## config.mk

```make
export PLATFORM = sky130hd
export DESIGN_NAME = ltw_top
export DESIGN_NICKNAME = d
export VERILOG_FILES = /design/src/design/ltw_pkg.sv /design/src/design/ltw_sync.sv /design/src/design/ltw_top.sv
export SDC_FILE = /design/constraint.sdc
export NUM_CORES = 1
export LEC_CHECK = 0
export ABC_CLOCK_PERIOD_IN_PS = 6000
export BUFFER_PORTS_ARGS = -buffer_cell sky130_fd_sc_hd__clkbuf_2
export CAP_MARGIN = 30
export CORE_MARGIN = 2
export CORE_UTILIZATION = 35
export DETAILED_ROUTE_END_ITERATION = 8
export REMOVE_ABC_BUFFERS = 1
export SYNTH_ARGS = -nofsm -noshare
export SYNTH_HDL_FRONTEND = slang
export SYNTH_HIERARCHICAL = 1
export SYNTH_SLANG_ARGS = --single-unit
```

## constraint.sdc

```tcl
create_clock -name clk -period 6 [get_ports clk]
set_input_delay 0.9 -clock clk [delete_from_list [all_inputs] [get_ports clk]]
set_output_delay 0.9 -clock clk [all_outputs]
set_load 0.01 [all_outputs]
```

## src/design/ltw_pkg.sv

```systemverilog
// constants, register map and state types for the line trigger wait block
package ltw_pkg;
   localparam int unsigned AW       = 4;
   localparam int unsigned DW       = 16;
   localparam int unsigned NUM_OUT  = 2;
   localparam int unsigned STAT_W   = 4;
   localparam int unsigned JIT_W    = 4;

   // register indices on the plain register port
   localparam logic [AW-1:0] REG_CTRL        = 4'h0;
   localparam logic [AW-1:0] REG_EXPOSURE    = 4'h1;
   localparam logic [AW-1:0] REG_OVERLAP     = 4'h2;
   localparam logic [AW-1:0] REG_READOUT     = 4'h3;
   localparam logic [AW-1:0] REG_HEIGHT      = 4'h4;
   localparam logic [AW-1:0] REG_TX_DELAY    = 4'h5;
   localparam logic [AW-1:0] REG_LINE_SELECT = 4'h6;
   localparam logic [AW-1:0] REG_LINE_SOURCE = 4'h7;
   localparam logic [AW-1:0] REG_STATUS      = 4'h8;
   localparam logic [AW-1:0] REG_MASK        = 4'h9;
   localparam logic [AW-1:0] REG_STATE       = 4'hA;

   // control register bit positions
   localparam int unsigned CTRL_LINE_EN    = 0;
   localparam int unsigned CTRL_FRAME_EN   = 1;
   localparam int unsigned CTRL_WIDTH_MODE = 2;

   // status / mask bit positions
   localparam int unsigned ST_LINE_OVT   = 0;
   localparam int unsigned ST_FRAME_OVT  = 1;
   localparam int unsigned ST_FRAME_DONE = 2;
   localparam int unsigned ST_TX_START   = 3;

   // state register bit positions
   localparam int unsigned STB_LINE_WAIT  = 0;
   localparam int unsigned STB_FRAME_WAIT = 1;
   localparam int unsigned STB_TX_PEND    = 2;

   // values after reset, counts are in 50 ns clock cycles
   localparam logic [DW-1:0]     CTRL_RST     = 16'h0000;
   localparam logic [DW-1:0]     EXPOSURE_RST = 16'h0064;
   localparam logic [DW-1:0]     OVERLAP_RST  = 16'h0050;
   localparam logic [DW-1:0]     READOUT_RST  = 16'h00FA;
   localparam logic [DW-1:0]     HEIGHT_RST   = 16'h0003;
   localparam logic [DW-1:0]     TX_DELAY_RST = 16'h0010;
   localparam logic [DW-1:0]     ZERO_W       = 16'h0000;
   localparam logic [DW-1:0]     ONE_W        = 16'h0001;
   localparam logic [JIT_W-1:0]  LFSR_SEED    = 4'h1;
   localparam logic [STAT_W-1:0] STAT_ZERO    = 4'h0;

   // output line selector and source codes
   localparam logic       sel_output_one = 1'b0;
   localparam logic       sel_output_two = 1'b1;
   localparam logic [1:0] src_off        = 2'h0;
   localparam logic [1:0] src_line_wait  = 2'h1;
   localparam logic [1:0] src_frame_wait = 2'h2;
   localparam logic [1:0] src_high       = 2'h3;
   localparam logic [1:0] SRC_OUT1_RST   = src_off;
   localparam logic [1:0] SRC_OUT2_RST   = src_frame_wait;

   typedef enum logic [1:0] {LS_OFF, LS_WAIT, LS_EXPOSE, LS_HOLD} ltw_line_state_t;
   typedef enum logic {FS_WAIT, FS_ACQ} ltw_frame_state_t;
endpackage

```

## src/design/ltw_sync.sv

```systemverilog
// two flip-flop synchroniser for asynchronous trigger pins
`timescale 1ns/100ps
module ltw_sync #(
   parameter int unsigned WIDTH = 2
) (
   input  wire logic             clk,
   input  wire logic             rstn,
   input  wire logic [WIDTH-1:0] async_in,
   output logic      [WIDTH-1:0] sync_out
);
   logic [WIDTH-1:0] meta_q;
   logic [WIDTH-1:0] meta_d;
   logic [WIDTH-1:0] sync_q;
   logic [WIDTH-1:0] sync_d;

   // the first stage feeds only the second stage
   always_comb
   begin
      meta_d = rstn ? async_in : '0;
      sync_d = rstn ? meta_q : '0;
   end

   always_ff @(posedge clk)
   begin
      meta_q <= meta_d;
      sync_q <= sync_d;
   end

   assign sync_out = sync_q;
endmodule

```

## src/design/ltw_top.sv

```systemverilog
// line and frame trigger wait logic with output line routing and frame send start
//
// Summary of operation
// - line wait output rises whenever the block enters waiting for a line trigger.
// - line wait output falls when an accepted line start trigger leaves waiting.
// - line triggers during exposure or readout hold are ignored and flag line overtrigger; while disabled they flag nothing.
// - timed mode: line wait rises once remaining readout fits within exposure time.
// - width mode: line wait rises once remaining readout fits within overlap limit.
// - line wait can be routed to a selected output line via select then source.
// - frame wait can be routed to a selected output line the same way.
// - frame sending starts only after the whole frame is collected.
// - a variable delay, changing per frame, precedes the start of sending.
// - frame wait rises entering frame wait state, falls on accepted frame trigger.
// - frame wait is only given while hardware frame triggering is enabled.
// - after reset output line two carries frame wait; software may change it.
`timescale 1ns/100ps
module ltw_top #(
   parameter int unsigned DW = ltw_pkg::DW
) (
   input  wire logic                          clk,
   input  wire logic                          rstn,
   input  wire logic [ltw_pkg::AW-1:0]        reg_addr,
   input  wire logic [DW-1:0]                 reg_wdata,
   input  wire logic                          reg_wr,
   input  wire logic                          reg_rd,
   output logic      [DW-1:0]                 reg_rdata,
   input  wire logic                          ext_line_start_trigger,
   input  wire logic                          ext_frame_start_trigger,
   output logic                               line_wait,
   output logic                               frame_wait,
   output logic      [ltw_pkg::NUM_OUT-1:0]   out_line,
   output logic                               tx_start,
   output logic                               irq
);
   logic [1:0]                  trig_sync;
   logic                        lt_lvl;
   logic                        ft_lvl;
   logic                        lt_prev_q;
   logic                        ft_prev_q;
   logic                        lt_edge;
   logic                        ft_edge;

   logic [DW-1:0]               ctrl_q;
   logic [DW-1:0]               ctrl_d;
   logic [DW-1:0]               exposure_q;
   logic [DW-1:0]               exposure_d;
   logic [DW-1:0]               overlap_q;
   logic [DW-1:0]               overlap_d;
   logic [DW-1:0]               readout_q;
   logic [DW-1:0]               readout_d;
   logic [DW-1:0]               height_q;
   logic [DW-1:0]               height_d;
   logic [DW-1:0]               tx_delay_q;
   logic [DW-1:0]               tx_delay_d;
   logic                        line_sel_q;
   logic                        line_sel_d;
   logic [1:0]                  src_q [ltw_pkg::NUM_OUT];
   logic [1:0]                  src_d [ltw_pkg::NUM_OUT];
   logic [ltw_pkg::STAT_W-1:0]  status_q;
   logic [ltw_pkg::STAT_W-1:0]  status_d;
   logic [ltw_pkg::STAT_W-1:0]  mask_q;
   logic [ltw_pkg::STAT_W-1:0]  mask_d;
   logic [ltw_pkg::STAT_W-1:0]  events;
   logic [DW-1:0]               rdata_q;
   logic [DW-1:0]               rdata_d;
   ltw_pkg::ltw_line_state_t    ls_q;
   ltw_pkg::ltw_line_state_t    ls_d;
   logic [DW-1:0]               exp_cnt_q;
   logic [DW-1:0]               exp_cnt_d;
   logic [DW-1:0]               rd_cnt_q;
   logic [DW-1:0]               rd_cnt_d;
   logic                        line_done;
   logic                        line_ovt;
   logic [DW-1:0]               limit;
   logic                        line_en;
   logic                        frame_en;
   logic                        width_mode;
   ltw_pkg::ltw_frame_state_t   fs_q;
   ltw_pkg::ltw_frame_state_t   fs_d;
   logic [DW-1:0]               line_cnt_q;
   logic [DW-1:0]               line_cnt_d;
   logic                        frame_ovt;
   logic                        frame_done;
   logic [DW-1:0]               tx_cnt_q;
   logic [DW-1:0]               tx_cnt_d;
   logic                        tx_pend_q;
   logic                        tx_pend_d;
   logic [ltw_pkg::JIT_W-1:0]   lfsr_q;
   logic [ltw_pkg::JIT_W-1:0]   lfsr_d;
   logic                        tx_fire;

   logic                        line_wait_q;
   logic                        line_wait_d;
   logic                        frame_wait_q;
   logic                        frame_wait_d;
   logic [ltw_pkg::NUM_OUT-1:0] out_q;
   logic [ltw_pkg::NUM_OUT-1:0] out_d;
   logic                        tx_start_q;
   logic                        irq_q;
   logic                        irq_d;

   ltw_sync #(
      .WIDTH    (2)
   ) u_sync (
      .clk      (clk),
      .rstn     (rstn),
      .async_in ({ext_frame_start_trigger, ext_line_start_trigger}),
      .sync_out (trig_sync)
   );

   assign lt_lvl     = trig_sync[0];
   assign ft_lvl     = trig_sync[1];
   assign lt_edge    = lt_lvl & ~lt_prev_q;
   assign ft_edge    = ft_lvl & ~ft_prev_q;
   assign line_en    = ctrl_q[ltw_pkg::CTRL_LINE_EN];
   assign frame_en   = ctrl_q[ltw_pkg::CTRL_FRAME_EN];
   assign width_mode = ctrl_q[ltw_pkg::CTRL_WIDTH_MODE];
   // timed mode uses the exposure time, width mode the overlap limit
   assign limit      = width_mode ? overlap_q : exposure_q;

   // line state: one exposure at a time, its readout may overlap the next exposure
   always_comb
   begin
      ls_d      = ls_q;
      exp_cnt_d = exp_cnt_q;
      rd_cnt_d  = (rd_cnt_q != ltw_pkg::ZERO_W) ? rd_cnt_q - ltw_pkg::ONE_W : rd_cnt_q;
      line_done = (rd_cnt_q == ltw_pkg::ONE_W);
      line_ovt  = 1'b0;
      case (ls_q)
         ltw_pkg::LS_OFF:
         begin
            if (line_en)
            begin
               ls_d = ltw_pkg::LS_HOLD;
            end
         end
         ltw_pkg::LS_WAIT:
         begin
            if (lt_edge)
            begin
               ls_d      = ltw_pkg::LS_EXPOSE;
               exp_cnt_d = exposure_q;
            end
         end
         ltw_pkg::LS_EXPOSE:
         begin
            line_ovt  = lt_edge;
            exp_cnt_d = (exp_cnt_q != ltw_pkg::ZERO_W) ? exp_cnt_q - ltw_pkg::ONE_W
                                                       : exp_cnt_q;
            // width mode ends exposure with the trigger pulse, timed mode by count
            if (width_mode ? !lt_lvl : (exp_cnt_q <= ltw_pkg::ONE_W))
            begin
               ls_d      = ltw_pkg::LS_HOLD;
               rd_cnt_d  = readout_q;
               line_done = 1'b0;
            end
         end
         ltw_pkg::LS_HOLD:
         begin
            line_ovt = lt_edge;
            if (rd_cnt_q <= limit)
            begin
               ls_d = ltw_pkg::LS_WAIT;
            end
         end
         default:
         begin
            ls_d = ltw_pkg::LS_OFF;
         end
      endcase
      if (!line_en)
      begin
         ls_d     = ltw_pkg::LS_OFF;
         line_ovt = 1'b0;
      end
   end

   // frame state and delayed start of sending
   always_comb
   begin
      fs_d       = fs_q;
      line_cnt_d = line_cnt_q;
      frame_ovt  = 1'b0;
      frame_done = 1'b0;
      lfsr_d     = {lfsr_q[ltw_pkg::JIT_W-2:0], lfsr_q[3] ^ lfsr_q[2]};
      tx_cnt_d   = (tx_cnt_q != ltw_pkg::ZERO_W) ? tx_cnt_q - ltw_pkg::ONE_W : tx_cnt_q;
      tx_fire    = tx_pend_q && (tx_cnt_q == ltw_pkg::ZERO_W);
      tx_pend_d  = tx_pend_q && !tx_fire;
      case (fs_q)
         ltw_pkg::FS_WAIT:
         begin
            // without hardware frame triggering the next frame starts at once
            if (!frame_en || ft_edge)
            begin
               fs_d       = ltw_pkg::FS_ACQ;
               line_cnt_d = ltw_pkg::ZERO_W;
            end
         end
         ltw_pkg::FS_ACQ:
         begin
            frame_ovt = frame_en && ft_edge;
            if (line_done)
            begin
               line_cnt_d = line_cnt_q + ltw_pkg::ONE_W;
               if (line_cnt_d >= height_q)
               begin
                  fs_d       = ltw_pkg::FS_WAIT;
                  frame_done = 1'b1;
               end
            end
         end
         default:
         begin
            fs_d = ltw_pkg::FS_WAIT;
         end
      endcase
      if (frame_done)
      begin
         // a new complete frame restarts the wait; jitter varies it per frame
         tx_pend_d = 1'b1;
         tx_cnt_d  = tx_delay_q + {{(DW-ltw_pkg::JIT_W){1'b0}}, lfsr_q};
      end
   end

   // register file: writes, read data and sticky status
   always_comb
   begin
      ctrl_d     = ctrl_q;
      exposure_d = exposure_q;
      overlap_d  = overlap_q;
      readout_d  = readout_q;
      height_d   = height_q;
      tx_delay_d = tx_delay_q;
      line_sel_d = line_sel_q;
      mask_d     = mask_q;
      src_d      = src_q;
      rdata_d    = ltw_pkg::ZERO_W;
      events     = {tx_fire, frame_done, frame_ovt, line_ovt};
      status_d   = status_q;
      if (reg_wr)
      begin
         case (reg_addr)
            ltw_pkg::REG_CTRL:        ctrl_d     = reg_wdata;
            ltw_pkg::REG_EXPOSURE:    exposure_d = reg_wdata;
            ltw_pkg::REG_OVERLAP:     overlap_d  = reg_wdata;
            ltw_pkg::REG_READOUT:     readout_d  = reg_wdata;
            ltw_pkg::REG_HEIGHT:      height_d   = reg_wdata;
            ltw_pkg::REG_TX_DELAY:    tx_delay_d = reg_wdata;
            ltw_pkg::REG_LINE_SELECT: line_sel_d = reg_wdata[0];
            ltw_pkg::REG_LINE_SOURCE: src_d[line_sel_q] = reg_wdata[1:0];
            ltw_pkg::REG_MASK:        mask_d     = reg_wdata[ltw_pkg::STAT_W-1:0];
            default:                  ctrl_d     = ctrl_q;
         endcase
      end
      if (reg_rd)
      begin
         case (reg_addr)
            ltw_pkg::REG_CTRL:        rdata_d = ctrl_q;
            ltw_pkg::REG_EXPOSURE:    rdata_d = exposure_q;
            ltw_pkg::REG_OVERLAP:     rdata_d = overlap_q;
            ltw_pkg::REG_READOUT:     rdata_d = readout_q;
            ltw_pkg::REG_HEIGHT:      rdata_d = height_q;
            ltw_pkg::REG_TX_DELAY:    rdata_d = tx_delay_q;
            ltw_pkg::REG_LINE_SELECT: rdata_d = {{(DW-1){1'b0}}, line_sel_q};
            ltw_pkg::REG_LINE_SOURCE: rdata_d = {{(DW-2){1'b0}}, src_q[line_sel_q]};
            ltw_pkg::REG_STATUS:
            begin
               rdata_d  = {{(DW-ltw_pkg::STAT_W){1'b0}}, status_q};
               status_d = ltw_pkg::STAT_ZERO;
            end
            ltw_pkg::REG_MASK:        rdata_d = {{(DW-ltw_pkg::STAT_W){1'b0}}, mask_q};
            ltw_pkg::REG_STATE:
            begin
               rdata_d[ltw_pkg::STB_LINE_WAIT]  = line_wait_q;
               rdata_d[ltw_pkg::STB_FRAME_WAIT] = frame_wait_q;
               rdata_d[ltw_pkg::STB_TX_PEND]    = tx_pend_q;
            end
            default:                  rdata_d = ltw_pkg::ZERO_W;
         endcase
      end
      // an event in the clearing read's cycle survives the clear
      status_d = status_d | events;
      irq_d    = |(status_d & mask_d);
   end

   // wait flags and output line routing
   always_comb
   begin
      line_wait_d  = (ls_d == ltw_pkg::LS_WAIT);
      frame_wait_d = frame_en && (fs_d == ltw_pkg::FS_WAIT);
      for (int i = 0; i < ltw_pkg::NUM_OUT; i++)
      begin
         case (src_q[i])
            ltw_pkg::src_line_wait:  out_d[i] = line_wait_q;
            ltw_pkg::src_frame_wait: out_d[i] = frame_wait_q;
            ltw_pkg::src_high:       out_d[i] = 1'b1;
            default:                 out_d[i] = 1'b0;
         endcase
      end
   end

   always_ff @(posedge clk)
   begin
      if (!rstn)
      begin
         lt_prev_q    <= 1'b0;
         ft_prev_q    <= 1'b0;
         ctrl_q       <= ltw_pkg::CTRL_RST;
         exposure_q   <= ltw_pkg::EXPOSURE_RST;
         overlap_q    <= ltw_pkg::OVERLAP_RST;
         readout_q    <= ltw_pkg::READOUT_RST;
         height_q     <= ltw_pkg::HEIGHT_RST;
         tx_delay_q   <= ltw_pkg::TX_DELAY_RST;
         line_sel_q   <= ltw_pkg::sel_output_one;
         src_q[0]     <= ltw_pkg::SRC_OUT1_RST;
         src_q[1]     <= ltw_pkg::SRC_OUT2_RST;
         status_q     <= ltw_pkg::STAT_ZERO;
         mask_q       <= ltw_pkg::STAT_ZERO;
         rdata_q      <= ltw_pkg::ZERO_W;
         ls_q         <= ltw_pkg::LS_OFF;
         exp_cnt_q    <= ltw_pkg::ZERO_W;
         rd_cnt_q     <= ltw_pkg::ZERO_W;
         fs_q         <= ltw_pkg::FS_WAIT;
         line_cnt_q   <= ltw_pkg::ZERO_W;
         tx_cnt_q     <= ltw_pkg::ZERO_W;
         tx_pend_q    <= 1'b0;
         lfsr_q       <= ltw_pkg::LFSR_SEED;
         line_wait_q  <= 1'b0;
         frame_wait_q <= 1'b0;
         out_q        <= '0;
         tx_start_q   <= 1'b0;
         irq_q        <= 1'b0;
      end
      else
      begin
         lt_prev_q    <= lt_lvl;
         ft_prev_q    <= ft_lvl;
         ctrl_q       <= ctrl_d;
         exposure_q   <= exposure_d;
         overlap_q    <= overlap_d;
         readout_q    <= readout_d;
         height_q     <= height_d;
         tx_delay_q   <= tx_delay_d;
         line_sel_q   <= line_sel_d;
         src_q        <= src_d;
         status_q     <= status_d;
         mask_q       <= mask_d;
         rdata_q      <= rdata_d;
         ls_q         <= ls_d;
         exp_cnt_q    <= exp_cnt_d;
         rd_cnt_q     <= rd_cnt_d;
         fs_q         <= fs_d;
         line_cnt_q   <= line_cnt_d;
         tx_cnt_q     <= tx_cnt_d;
         tx_pend_q    <= tx_pend_d;
         lfsr_q       <= lfsr_d;
         line_wait_q  <= line_wait_d;
         frame_wait_q <= frame_wait_d;
         out_q        <= out_d;
         tx_start_q   <= tx_fire;
         irq_q        <= irq_d;
      end
   end

   assign reg_rdata  = rdata_q;
   assign line_wait  = line_wait_q;
   assign frame_wait = frame_wait_q;
   assign out_line   = out_q;
   assign tx_start   = tx_start_q;
   assign irq        = irq_q;
endmodule

```

==> results.sh, run 1 <==
export IMPL_synth_seq_area_share_pct=38.3
export IMPL_rows=64
export IMPL_setup_tns_ns=0
export IMPL_rsz0062_at_grt="no"
export IMPL_syn_area_um2=10900
export IMPL_leakage_nw=4.44
export IMPL_period_share_pct=55.9
export IMPL_io_pins=48
export IMPL_syn_avg_cell_area_um2=8.04
export IMPL_routed_via_density=5.77
export IMPL_p_sw_w=0.00136
export IMPL_critical_path_required_ns=6.44
export IMPL_h_tree_depth=1
export IMPL_cts_hold_fix_buffers=0
export IMPL_dr_pass1_iters=5
export IMPL_fin_nets=1432
export IMPL_synth_edf_count=0
export IMPL_seqPwrFrac_pct=37.4
export IMPL_drive_above_1_share_pct=10.6
export IMPL_cp_data_arrival_time_ns=3.80
export IMPL_startpoint_type="register"
export IMPL_synthToLayoutAreaGrowth_pct=13.6
export IMPL_status="finished, final reports clean"
export IMPL_combPwrFrac_pct=23.7
export IMPL_cts_sinks=209
export IMPL_die_y_um=181
export IMPL_wl_per_cell_um=18.8
export IMPL_synth_warning_count=6
export IMPL_post_cts_buffers=0
export IMPL_coreArea_um2=30700
export IMPL_die_area_um2=32600
export IMPL_drc=0
export IMPL_ant_nets=0
export IMPL_place_hpwl_mm=23.7
export IMPL_netlist_top_cells_area="dfxtp_1, nand2_1, a21oi_1"
export IMPL_yosys_area_top_type_share_pct=38.3
export IMPL_grt_pass1_vias=9359
export IMPL_grt_max_degree=86
export IMPL_place_area_um2=11500
export IMPL_min_period_ns=3.35
export IMPL_gp_congestion=0.848
export IMPL_portBuffers=47
export IMPL_synth_top_area_cell="dfxtp_1"
export IMPL_ys_flop_type="dfxtp_1"
export IMPL_synth_async_reset_ratio_pct=0
export IMPL_numCtsBuffers=25
export IMPL_cts_tree="done"
export IMPL_fin_cells=1775
export IMPL_pwr_share_clk_pct=38.8
export IMPL_die_x_um=181
export IMPL_num_antenna_cells=0
export IMPL_sw_frac_of_total_pct=31.6
export IMPL_clock_latency_ns=0.54
export IMPL_wl_mm=33.3
export IMPL_hold_viol=0
export IMPL_max_slew_margin_rel_pct=31.9
export IMPL_end_kind="register"
export IMPL_fill_cells=3088
export IMPL_drtIter0Drc=855
export IMPL_track_usage_pct=19.8
export IMPL_synth_seq_cells=209
export IMPL_grt_overflow=0
export IMPL_crit_type="reg -> reg"
export IMPL_synth_cell_type_count=70
export IMPL_dp_cells=1729
export IMPL_netlist_instances=1358
export IMPL_cts_root_buf="clkbuf_16"
export IMPL_hold_path_class="reg -> reg"
export IMPL_internal_power_w=0.00294
export IMPL_worst_slack_ns=2.65
export IMPL_finalSetupViolations=0
export IMPL_initial_core_util_pct=35.6
export IMPL_maxCapViolations=0
export IMPL_cts_resized_gates=0
export IMPL_num_vias=10200
export IMPL_final_core_util_pct=40.4
export IMPL_design_area_um2=12400
export IMPL_maxSlewViolCount=0
export IMPL_fmax_ghz=0.298
export IMPL_antenna_found_initial=0
export IMPL_cts_clk_slew_worst_paths_ns=0.06
export IMPL_grt_pass1_wl_mm=52.8
export IMPL_clock_path_buffers=3
export IMPL_tightest_slew_ns=1.01
export IMPL_vdd_drop_max_uv=239
export IMPL_dp_slack_ns=2.62
export IMPL_crit_fanout=8
export IMPL_powerDensity_nw_per_um2=348
export IMPL_skew_ns=0.0311
## power by group through the flow
stage / Sequential [W] / Combinational, W / Clock, W
after floorplan: 0.00160 / 0.000733 / 0
after global placement: 0.00163 / 0.000978 / 0
after detailed placement: 0.00164 / 0.000997 / 0
after CTS: 0.00161 / 0.00101 / 0.00170
after global routing: 0.00162 / 0.00114 / 0.00175
final: 0.00161 / 0.00102 / 0.00167
## final timing paths
kind              slack, ns                         from                       endpoint  depth (start not counted)
setup / recovery       2.65   line_cnt_q[3]$_SDFFE_PN0P_      tx_cnt_q[13]$_SDFFE_PN0P_                         10
hold / removal         0.44  u_sync/meta_q[1]$_SDFF_PN0_  u_sync/sync_out[1]$_SDFF_PN0_                          1
setup reg to reg       2.65   line_cnt_q[3]$_SDFFE_PN0P_      tx_cnt_q[13]$_SDFFE_PN0P_                         10
hold reg to reg        0.44  u_sync/meta_q[1]$_SDFF_PN0_  u_sync/sync_out[1]$_SDFF_PN0_                          1
## flip-flops by register name (all words and copies together), names as in the netlist, 2 cells and up
signal           cells
height_q            16
exposure_q          16
lfsr_q               4
ctrl_q              16
readout_q           16
src_q                4
out_line             2
exp_cnt_q           16
tx_delay_q          16
overlap_q           16
tx_cnt_q            16
line_cnt_q          16
mask_q               4
u_sync/meta_q        2
status_q             4
u_sync/sync_out      2
reg_rdata           16
ls_q                 2
rd_cnt_q            16
## layout make-up
class / instances / area (µm²) / area share [%]
multi-input cells: 1024 / 6280 / 50.7
flip-flops and latches: 209 / 4180 / 33.8
clock buffers: 32 / 712 / 5.75
well taps: 396 / 495 / 4.00
repair buffers: 64 / 382 / 3.08
clock inverters: 12 / 196 / 1.59
inverters: 38 / 145 / 1.17
## cell usage in the layout, fill, tap and decap left out, drive strengths merged, types with 4 or more instances in the layout
cell and count:
nor3b 5, a211oi 9, o21a 8, o31a 10, a32o 4, nor2 50, mux2 9, or2 7
nand2b 20, buf 18, nand3 50, and4 5, inv 39, a21o 7, o31ai 4, or4 8
clkbuf 78, o211ai 27, o32ai 5, nor3 31, nor2b 7, xnor2 25, o21ai 57, a22oi 43
ha 43, and2 21, a21oi 144, xor2 7, nand4 17, bufinv 5, dfxtp 209, a31oi 22
nand2 260, mux2i 42, or3 8, o221a 4, and3 6, nor4 20
## cell families after synthesis
group,after synthesis,synth area share [%]
AO/OA/AOI/OAI,369,21.4
XOR/XNOR,32,2.57
adder cells (fa/ha/maj),44,5.11
buffers and inverters,125,4.48
flip-flops,209,38.3
multiplexers,52,4.99
AND/OR/NAND/NOR,527,23.1
## routing by layer
| layer | GRT usage, % | vias to the layer above | wire length, µm |
|---|---|---|---|
| met5 | 0 | - | 0 |
| met1 | 28.9 | 4925 | 15700 |
| li1 | - | 4905 | - |
| met2 | 31.1 | 355 | 14900 |
| met4 | 4.97 | 0 | 714 |
| met3 | 2.38 | 51 | 2070 |
## through the flow
step | hold slack [ns] | total power (W)
global route | 0.457 | 0.00452
finish | 0.440 | 0.00431
global placement | 0.415 | 0.00261
floorplan | 0.412 | 0.00233
CTS | 0.441 | 0.00432
detailed placement | 0.421 | 0.00263
## synth_stat cells, drive strengths merged, types with 3 or more instances
master	instances
and4	5
xnor2	25
or4	8
nand3	50
a311oi	3
nor3b	5
a22oi	43
mux2	9
o31ai	4
o21a	8
nor4b	3
and2	21
a21oi	144
and3	6
a31oi	22
a211oi	9
nor4	20
nand4	17
dfxtp	209
a211o	3
o221a	4
a32o	4
nand2	260
clkbuf	73
o21ai	57
xor2	7
a21o	7
nand2b	20
ha	43
nor2	50
a221oi	3
or2	7
inv	38
o31a	10
or3	8
o211ai	27
nor3	31
nor2b	7
buf	14
mux2i	42
o32ai	5
## worst max-delay path, stage by stage (launching register included)
cell and delay (ns):
dfxtp_1 0.45, nand4_1 0.18, nor3_1 0.56, and2_1 0.29, xor2_1 0.19, ha_1 0.28
nand4_1 0.14, nor4_1 0.07, a32o_1 0.29, o211ai_2 0.58, mux2i_1 0.25
(Power assumes the default switching activity.)
==> run 2, diff against run 1 <==
Settings changed: ABC_CLOCK_PERIOD_IN_PS 6000 to 3030.
Clock period 6 ns to 3.03 ns, I/O delays scaled along.
==> run 2 against run 1 <==
Effect of this change: first-iteration DRC count is 32% higher; combinational power is 110% higher; clock power is 92% higher; total power is 97% higher; routed wire length is 1.1% higher; register-to-register slack worse by 2.5 ns; hold slack worse by 0.31 ns; worst setup slack worse by 2.5 ns; die area stayed put; via count is 0.26% higher.
==> results.sh, run 2 (synthesized netlist as in run 1, its figures left out) <==
export IMPL_status="finished, final reports clean"
export IMPL_grt_overflow=0
export IMPL_skew_ns=0.0111
export IMPL_cp_cell_sequence="ha_2, nand4_1, nor3_1, xor2_1, ha_1, nand4_1, nor4_2, a32o_2, o211a_4, mux2i_1"
export IMPL_cts_sinks=209
export IMPL_clock_path_buffers=3
export IMPL_io_pins=48
export IMPL_crit_top_cell="nand4_1"
export IMPL_leakage_nw=4.59
export IMPL_fin_nets=1462
export IMPL_end_kind="register"
export IMPL_powerDensity_nw_per_um2=671
export IMPL_finalSetupViolations=0
export IMPL_crit_type="reg -> reg"
export IMPL_dp_cells=1760
export IMPL_routed_via_density=5.68
export IMPL_gp_congestion=0.869
export IMPL_startpoint_type="register"
export IMPL_maxCapViolations=0
export IMPL_vdd_drop_max_uv=418
export IMPL_cts_tree="done"
export IMPL_numCtsBuffers=25
export IMPL_coreArea_um2=30700
export IMPL_wl_per_cell_um=18.7
export IMPL_initial_core_util_pct=35.6
export IMPL_fill_cells=3108
export IMPL_clock_latency_ns=0.53
export IMPL_rows=64
export IMPL_hold_viol=0
export IMPL_cpLargestDelayFamily="simple AND/OR/NAND/NOR gates"
export IMPL_maxSlewViolCount=0
export IMPL_crit_fanout=7
export IMPL_cp_data_arrival_time_ns=3.32
export IMPL_dr_pass1_iters=5
export IMPL_cts_clk_slew_worst_paths_ns=0.06
export IMPL_power_w=0.00848
export IMPL_portBuffers=47
export IMPL_cts_hold_fix_buffers=0
export IMPL_tightest_slew_ns=0.760
export IMPL_antenna_found_initial=1
export IMPL_die_y_um=181
export IMPL_track_usage_pct=20.0
export IMPL_final_common_cell="nand2_1"
export IMPL_num_antenna_cells=0
export IMPL_fmax_ghz=0.348
export IMPL_grt_pass1_wl_mm=53.1
export IMPL_final_cell_mix="nand2_1, dfxtp_1, a21oi_1"
export IMPL_drtIter0Drc=1125
export IMPL_drc=0
export IMPL_critical_path_required_ns=3.47
export IMPL_synthToLayoutAreaGrowth_pct=15.7
export IMPL_place_hpwl_mm=24.1
export IMPL_drive_above_1_share_pct=12.7
export IMPL_min_period_ns=2.88
export IMPL_hold_path_class="in -> reg"
export IMPL_num_vias=10300
export IMPL_grt_max_degree=66
export IMPL_slowest_stage="nor3_1"
export IMPL_fin_cells=1806
export IMPL_ant_nets=0
export IMPL_period_share_pct=94.9
export IMPL_crit_buf_inv=0
export IMPL_die_area_um2=32600
export IMPL_grt_pass1_vias=9638
export IMPL_cts_root_buf="clkbuf_16"
export IMPL_slowest_delay_ns=0.36
export IMPL_max_slew_margin_rel_pct=48.8
export IMPL_h_tree_depth=1
export IMPL_die_x_um=181
export IMPL_wl_mm=33.7
[run 2: changes by cell type in the layout (fill, tap and decap cells not counted), sizes merged]
cell,before,now
buf,18,47
clkinv,3,7
clkinvlp,3,0
clkbuf,78,80
bufinv,5,4
inv,39,38
o211a,1,2
[run 2: cell type report]
cell class                      instances  area [µm²]  area share (%)
Timing Repair Buffer                   93         606            4.80
Sequential cell                       209        4180            33.1
Clock buffer                           34         719            5.70
Inverter                               38         145            1.15
Multi-Input combinational cell       1025        6320            50.0
Clock inverter                         11         159            1.26
Tap cell                              396         495            3.92
[run 2: what timing repair did]
action / in CTS / in global routing
endpoints found under the setup margin: 0 / 21
gates resized for setup: 0 / 6
buffers inserted: 0 / 0
endpoints found under the hold margin: 0 / 0
[run 2: worst paths after layout]
kind	cells after the start	startpoint	end	slack, ns
worst min-delay path	2	ext_line_start_trigger	u_sync/meta_q[0]$_SDFF_PN0_	0.13
worst max-delay path	10	line_cnt_q[1]$_SDFFE_PN0P_	tx_cnt_q[15]$_SDFFE_PN0P_	0.15
worst min register to register	1	u_sync/meta_q[0]$_SDFF_PN0_	u_sync/sync_out[0]$_SDFF_PN0_	0.44
worst max register to register	10	line_cnt_q[1]$_SDFFE_PN0P_	tx_cnt_q[15]$_SDFFE_PN0P_	0.15
[run 2: power by group]
group          switching (W)  internal [W]  total (W)
clock network        0.00120       0.00199    0.00320
logic                0.00122      0.000873    0.00210
registers           0.000234       0.00295    0.00318
[run 2: layer usage]
metal	up-vias	track usage (%)	wire [µm]
li1	4963	-	-
met1	4932	28.5	16100
met2	313	31.3	15000
met4	0	5.81	826
met3	55	2.79	1820
met5	-	0	0
[run 2: per-stage QoR]
step / util [%] / TNS (ns) / setup slack (ns) / hold WS (ns) / cell area (µm²)
after floorplan: - / 0 / 0.0202 / 0.412 / 10600
after global placement: 38.2 / 0 / 0.148 / 0.430 / 11700
after detailed placement: 38.2 / 0 / 0.0361 / 0.433 / 11700
after CTS: 41.0 / 0 / 0.0188 / 0.110 / 12600
after global routing: 41.2 / -0.0332 / -0.0128 / 0.127 / 12600
final: 41.2 / 0 / 0.154 / 0.128 / 12600
==> run 3, diff against run 2 <==
Settings changed: BUFFER_PORTS_ARGS -buffer_cell sky130_fd_sc_hd__clkbuf_2 to not set, DONT_BUFFER_PORTS set to 1, REMOVE_ABC_BUFFERS 1 to not set.
==> run 3 against run 2 <==
Effect of this change: clock skew rose by 0.0046 ns; design area fell by 1.6%; cell count fell by 2.8%.
==> results.sh, run 3 (synthesized netlist as in run 1, its figures left out) <==
export IMPL_status="finished, final reports clean"
export IMPL_r2r_slack_ns=0.16
export IMPL_grt_overflow=0
export IMPL_drive_above_1_share_pct=9.85
export IMPL_crit_type="reg -> reg"
export IMPL_synthToLayoutAreaGrowth_pct=13.8
export IMPL_cp_depth=11
export IMPL_portBuffers=0
export IMPL_ant_nets=0
export IMPL_power_w=0.00842
export IMPL_final_cell_mix="nand2_1, dfxtp_1, a21oi_1"
export IMPL_maxCapViolations=0
export IMPL_final_common_cell="nand2_1"
export IMPL_holdWs_ns=0.0502
export IMPL_place_hpwl_mm=24.7
export IMPL_combPwrFrac_pct=24.1
export IMPL_place_area_um2=11400
export IMPL_grt_pass1_vias=9240
export IMPL_wl_per_cell_um=20.1
export IMPL_reg2reg_depth=11
export IMPL_num_vias=10100
export IMPL_rows=64
export IMPL_initial_core_util_pct=35.6
export IMPL_sw_frac_of_total_pct=30.7
export IMPL_maxSlewViolCount=0
export IMPL_die_x_um=181
export IMPL_slowest_stage="dfxtp_2"
export IMPL_min_period_ns=2.87
export IMPL_cts_root_buf="clkbuf_16"
export IMPL_cts_tree="done"
export IMPL_clock_path_buffers=3
export IMPL_whs_path_depth=1
export IMPL_crit_top_cell="and4_1"
export IMPL_grt_max_degree=93
export IMPL_setup_tns_ns=0
export IMPL_hold_viol=0
export IMPL_grt_pass1_wl_mm=55.0
export IMPL_clock_latency_ns=0.53
export IMPL_vdd_drop_max_uv=408
export IMPL_die_area_um2=32600
export IMPL_internal_power_w=0.00583
export IMPL_cp_cell_sequence="and4_1, and3_1, and4_1, or2_2, ha_1, nand4_1, nor4_2, a32o_2, buf_12, o211a_4, mux2i_1"
export IMPL_skew_ns=0.0157
export IMPL_die_y_um=181
export IMPL_syn_nets=1428
export IMPL_design_area_um2=12400
export IMPL_fin_nets=1412
export IMPL_drtIter0Drc=1035
export IMPL_tightest_slew_ns=0.932
export IMPL_critical_path_required_ns=3.48
export IMPL_cts_sinks=209
export IMPL_cts_clk_slew_worst_paths_ns=0.06
export IMPL_track_usage_pct=21.0
export IMPL_h_tree_depth=1
export IMPL_fmax_ghz=0.348
export IMPL_slowest_delay_ns=0.33
export IMPL_startpoint_type="register"
export IMPL_period_share_pct=94.7
export IMPL_seqPwrFrac_pct=37.6
export IMPL_gp_congestion=0.902
export IMPL_num_antenna_cells=0
export IMPL_numCtsBuffers=24
export IMPL_wl_mm=35.2
export IMPL_crit_buf_inv=1
export IMPL_pwr_share_clk_pct=38.3
export IMPL_end_kind="register"
export IMPL_cpLargestDelayFamily="simple AND/OR/NAND/NOR gates"
export IMPL_routed_via_density=5.75
export IMPL_dr_pass1_iters=5
export IMPL_coreArea_um2=30700
export IMPL_crit_fanout=6
export IMPL_max_slew_margin_rel_pct=37.8
export IMPL_cp_data_arrival_time_ns=3.32
export IMPL_io_pins=48
export IMPL_fill_cells=3098
export IMPL_antenna_found_initial=1
export IMPL_hold_path_class="in -> reg"
export IMPL_drc=0
export IMPL_powerDensity_nw_per_um2=678
export IMPL_leakage_nw=4.37
export IMPL_finalSetupViolations=0
export IMPL_p_sw_w=0.00259
## run 3: cell count changes in the layout (fill, tap and decap cells not counted), sizes merged
cell and change:
clkbuf -50, bufinv +1, buf -4, clkinvlp +2
dlygate4sd3 +1
## run 3: per-stage QoR
step	instances	worst slack (ns)	utilization [%]
final	1756	0.160	40.5
after detailed placement	1709	0.0129	37.3
after global placement	1709	0.106	37.3
after floorplan	1358	0.199	-
after CTS	1754	0.00322	40.2
after global routing	1756	-0.0239	40.5
## run 3: area by class of cell
class / instances / area (µm²) / area share [%]
repair buffers: 44 / 370 / 2.98
inverters: 38 / 145 / 1.17
flip-flops and latches: 209 / 4190 / 33.7
clock buffers: 30 / 674 / 5.43
well taps: 396 / 495 / 3.99
clock inverters: 14 / 208 / 1.67
multi-input cells: 1025 / 6340 / 51.0
## run 3: final timing paths
kind | startpoint | end
hold reg to reg | u_sync/meta_q[1]$_SDFF_PN0_ | u_sync/sync_out[1]$_SDFF_PN0_
hold / removal | rstn | exposure_q[5]$_SDFFE_PN1P_
setup reg to reg | line_cnt_q[9]$_SDFFE_PN0P_ | tx_cnt_q[4]$_SDFFE_PN0P_
setup / recovery | line_cnt_q[9]$_SDFFE_PN0P_ | tx_cnt_q[4]$_SDFFE_PN0P_
## run 3: per-layer routing
layer	global-route usage (%)	routed length [µm]	vias up
li1	-	-	4865
met1	30.4	16200	4810
met2	32.3	15600	366
met3	3.62	2630	52
met4	5.00	885	0
met5	0	0	-
## run 3: power groups by stage
stage | combinational, W | sequential, W | clock [W]
after floorplan | 0.00153 | 0.00316 | 0
after global placement | 0.00194 | 0.00321 | 0
after detailed placement | 0.00197 | 0.00322 | 0
after CTS | 0.00199 | 0.00316 | 0.00327
after global routing | 0.00227 | 0.00320 | 0.00337
final | 0.00203 | 0.00317 | 0.00322
## run 3: repair_timing
item / 4_1_cts / 5_1_grt
cloned: 0 / 1
endpoints found under the setup margin: 1 / 21
hold buffers: 1 / 0
resized for setup: 1 / 12
hold endpoints to repair: 2 / 0
setup buffers: 0 / 1
pin swaps: 0 / 3
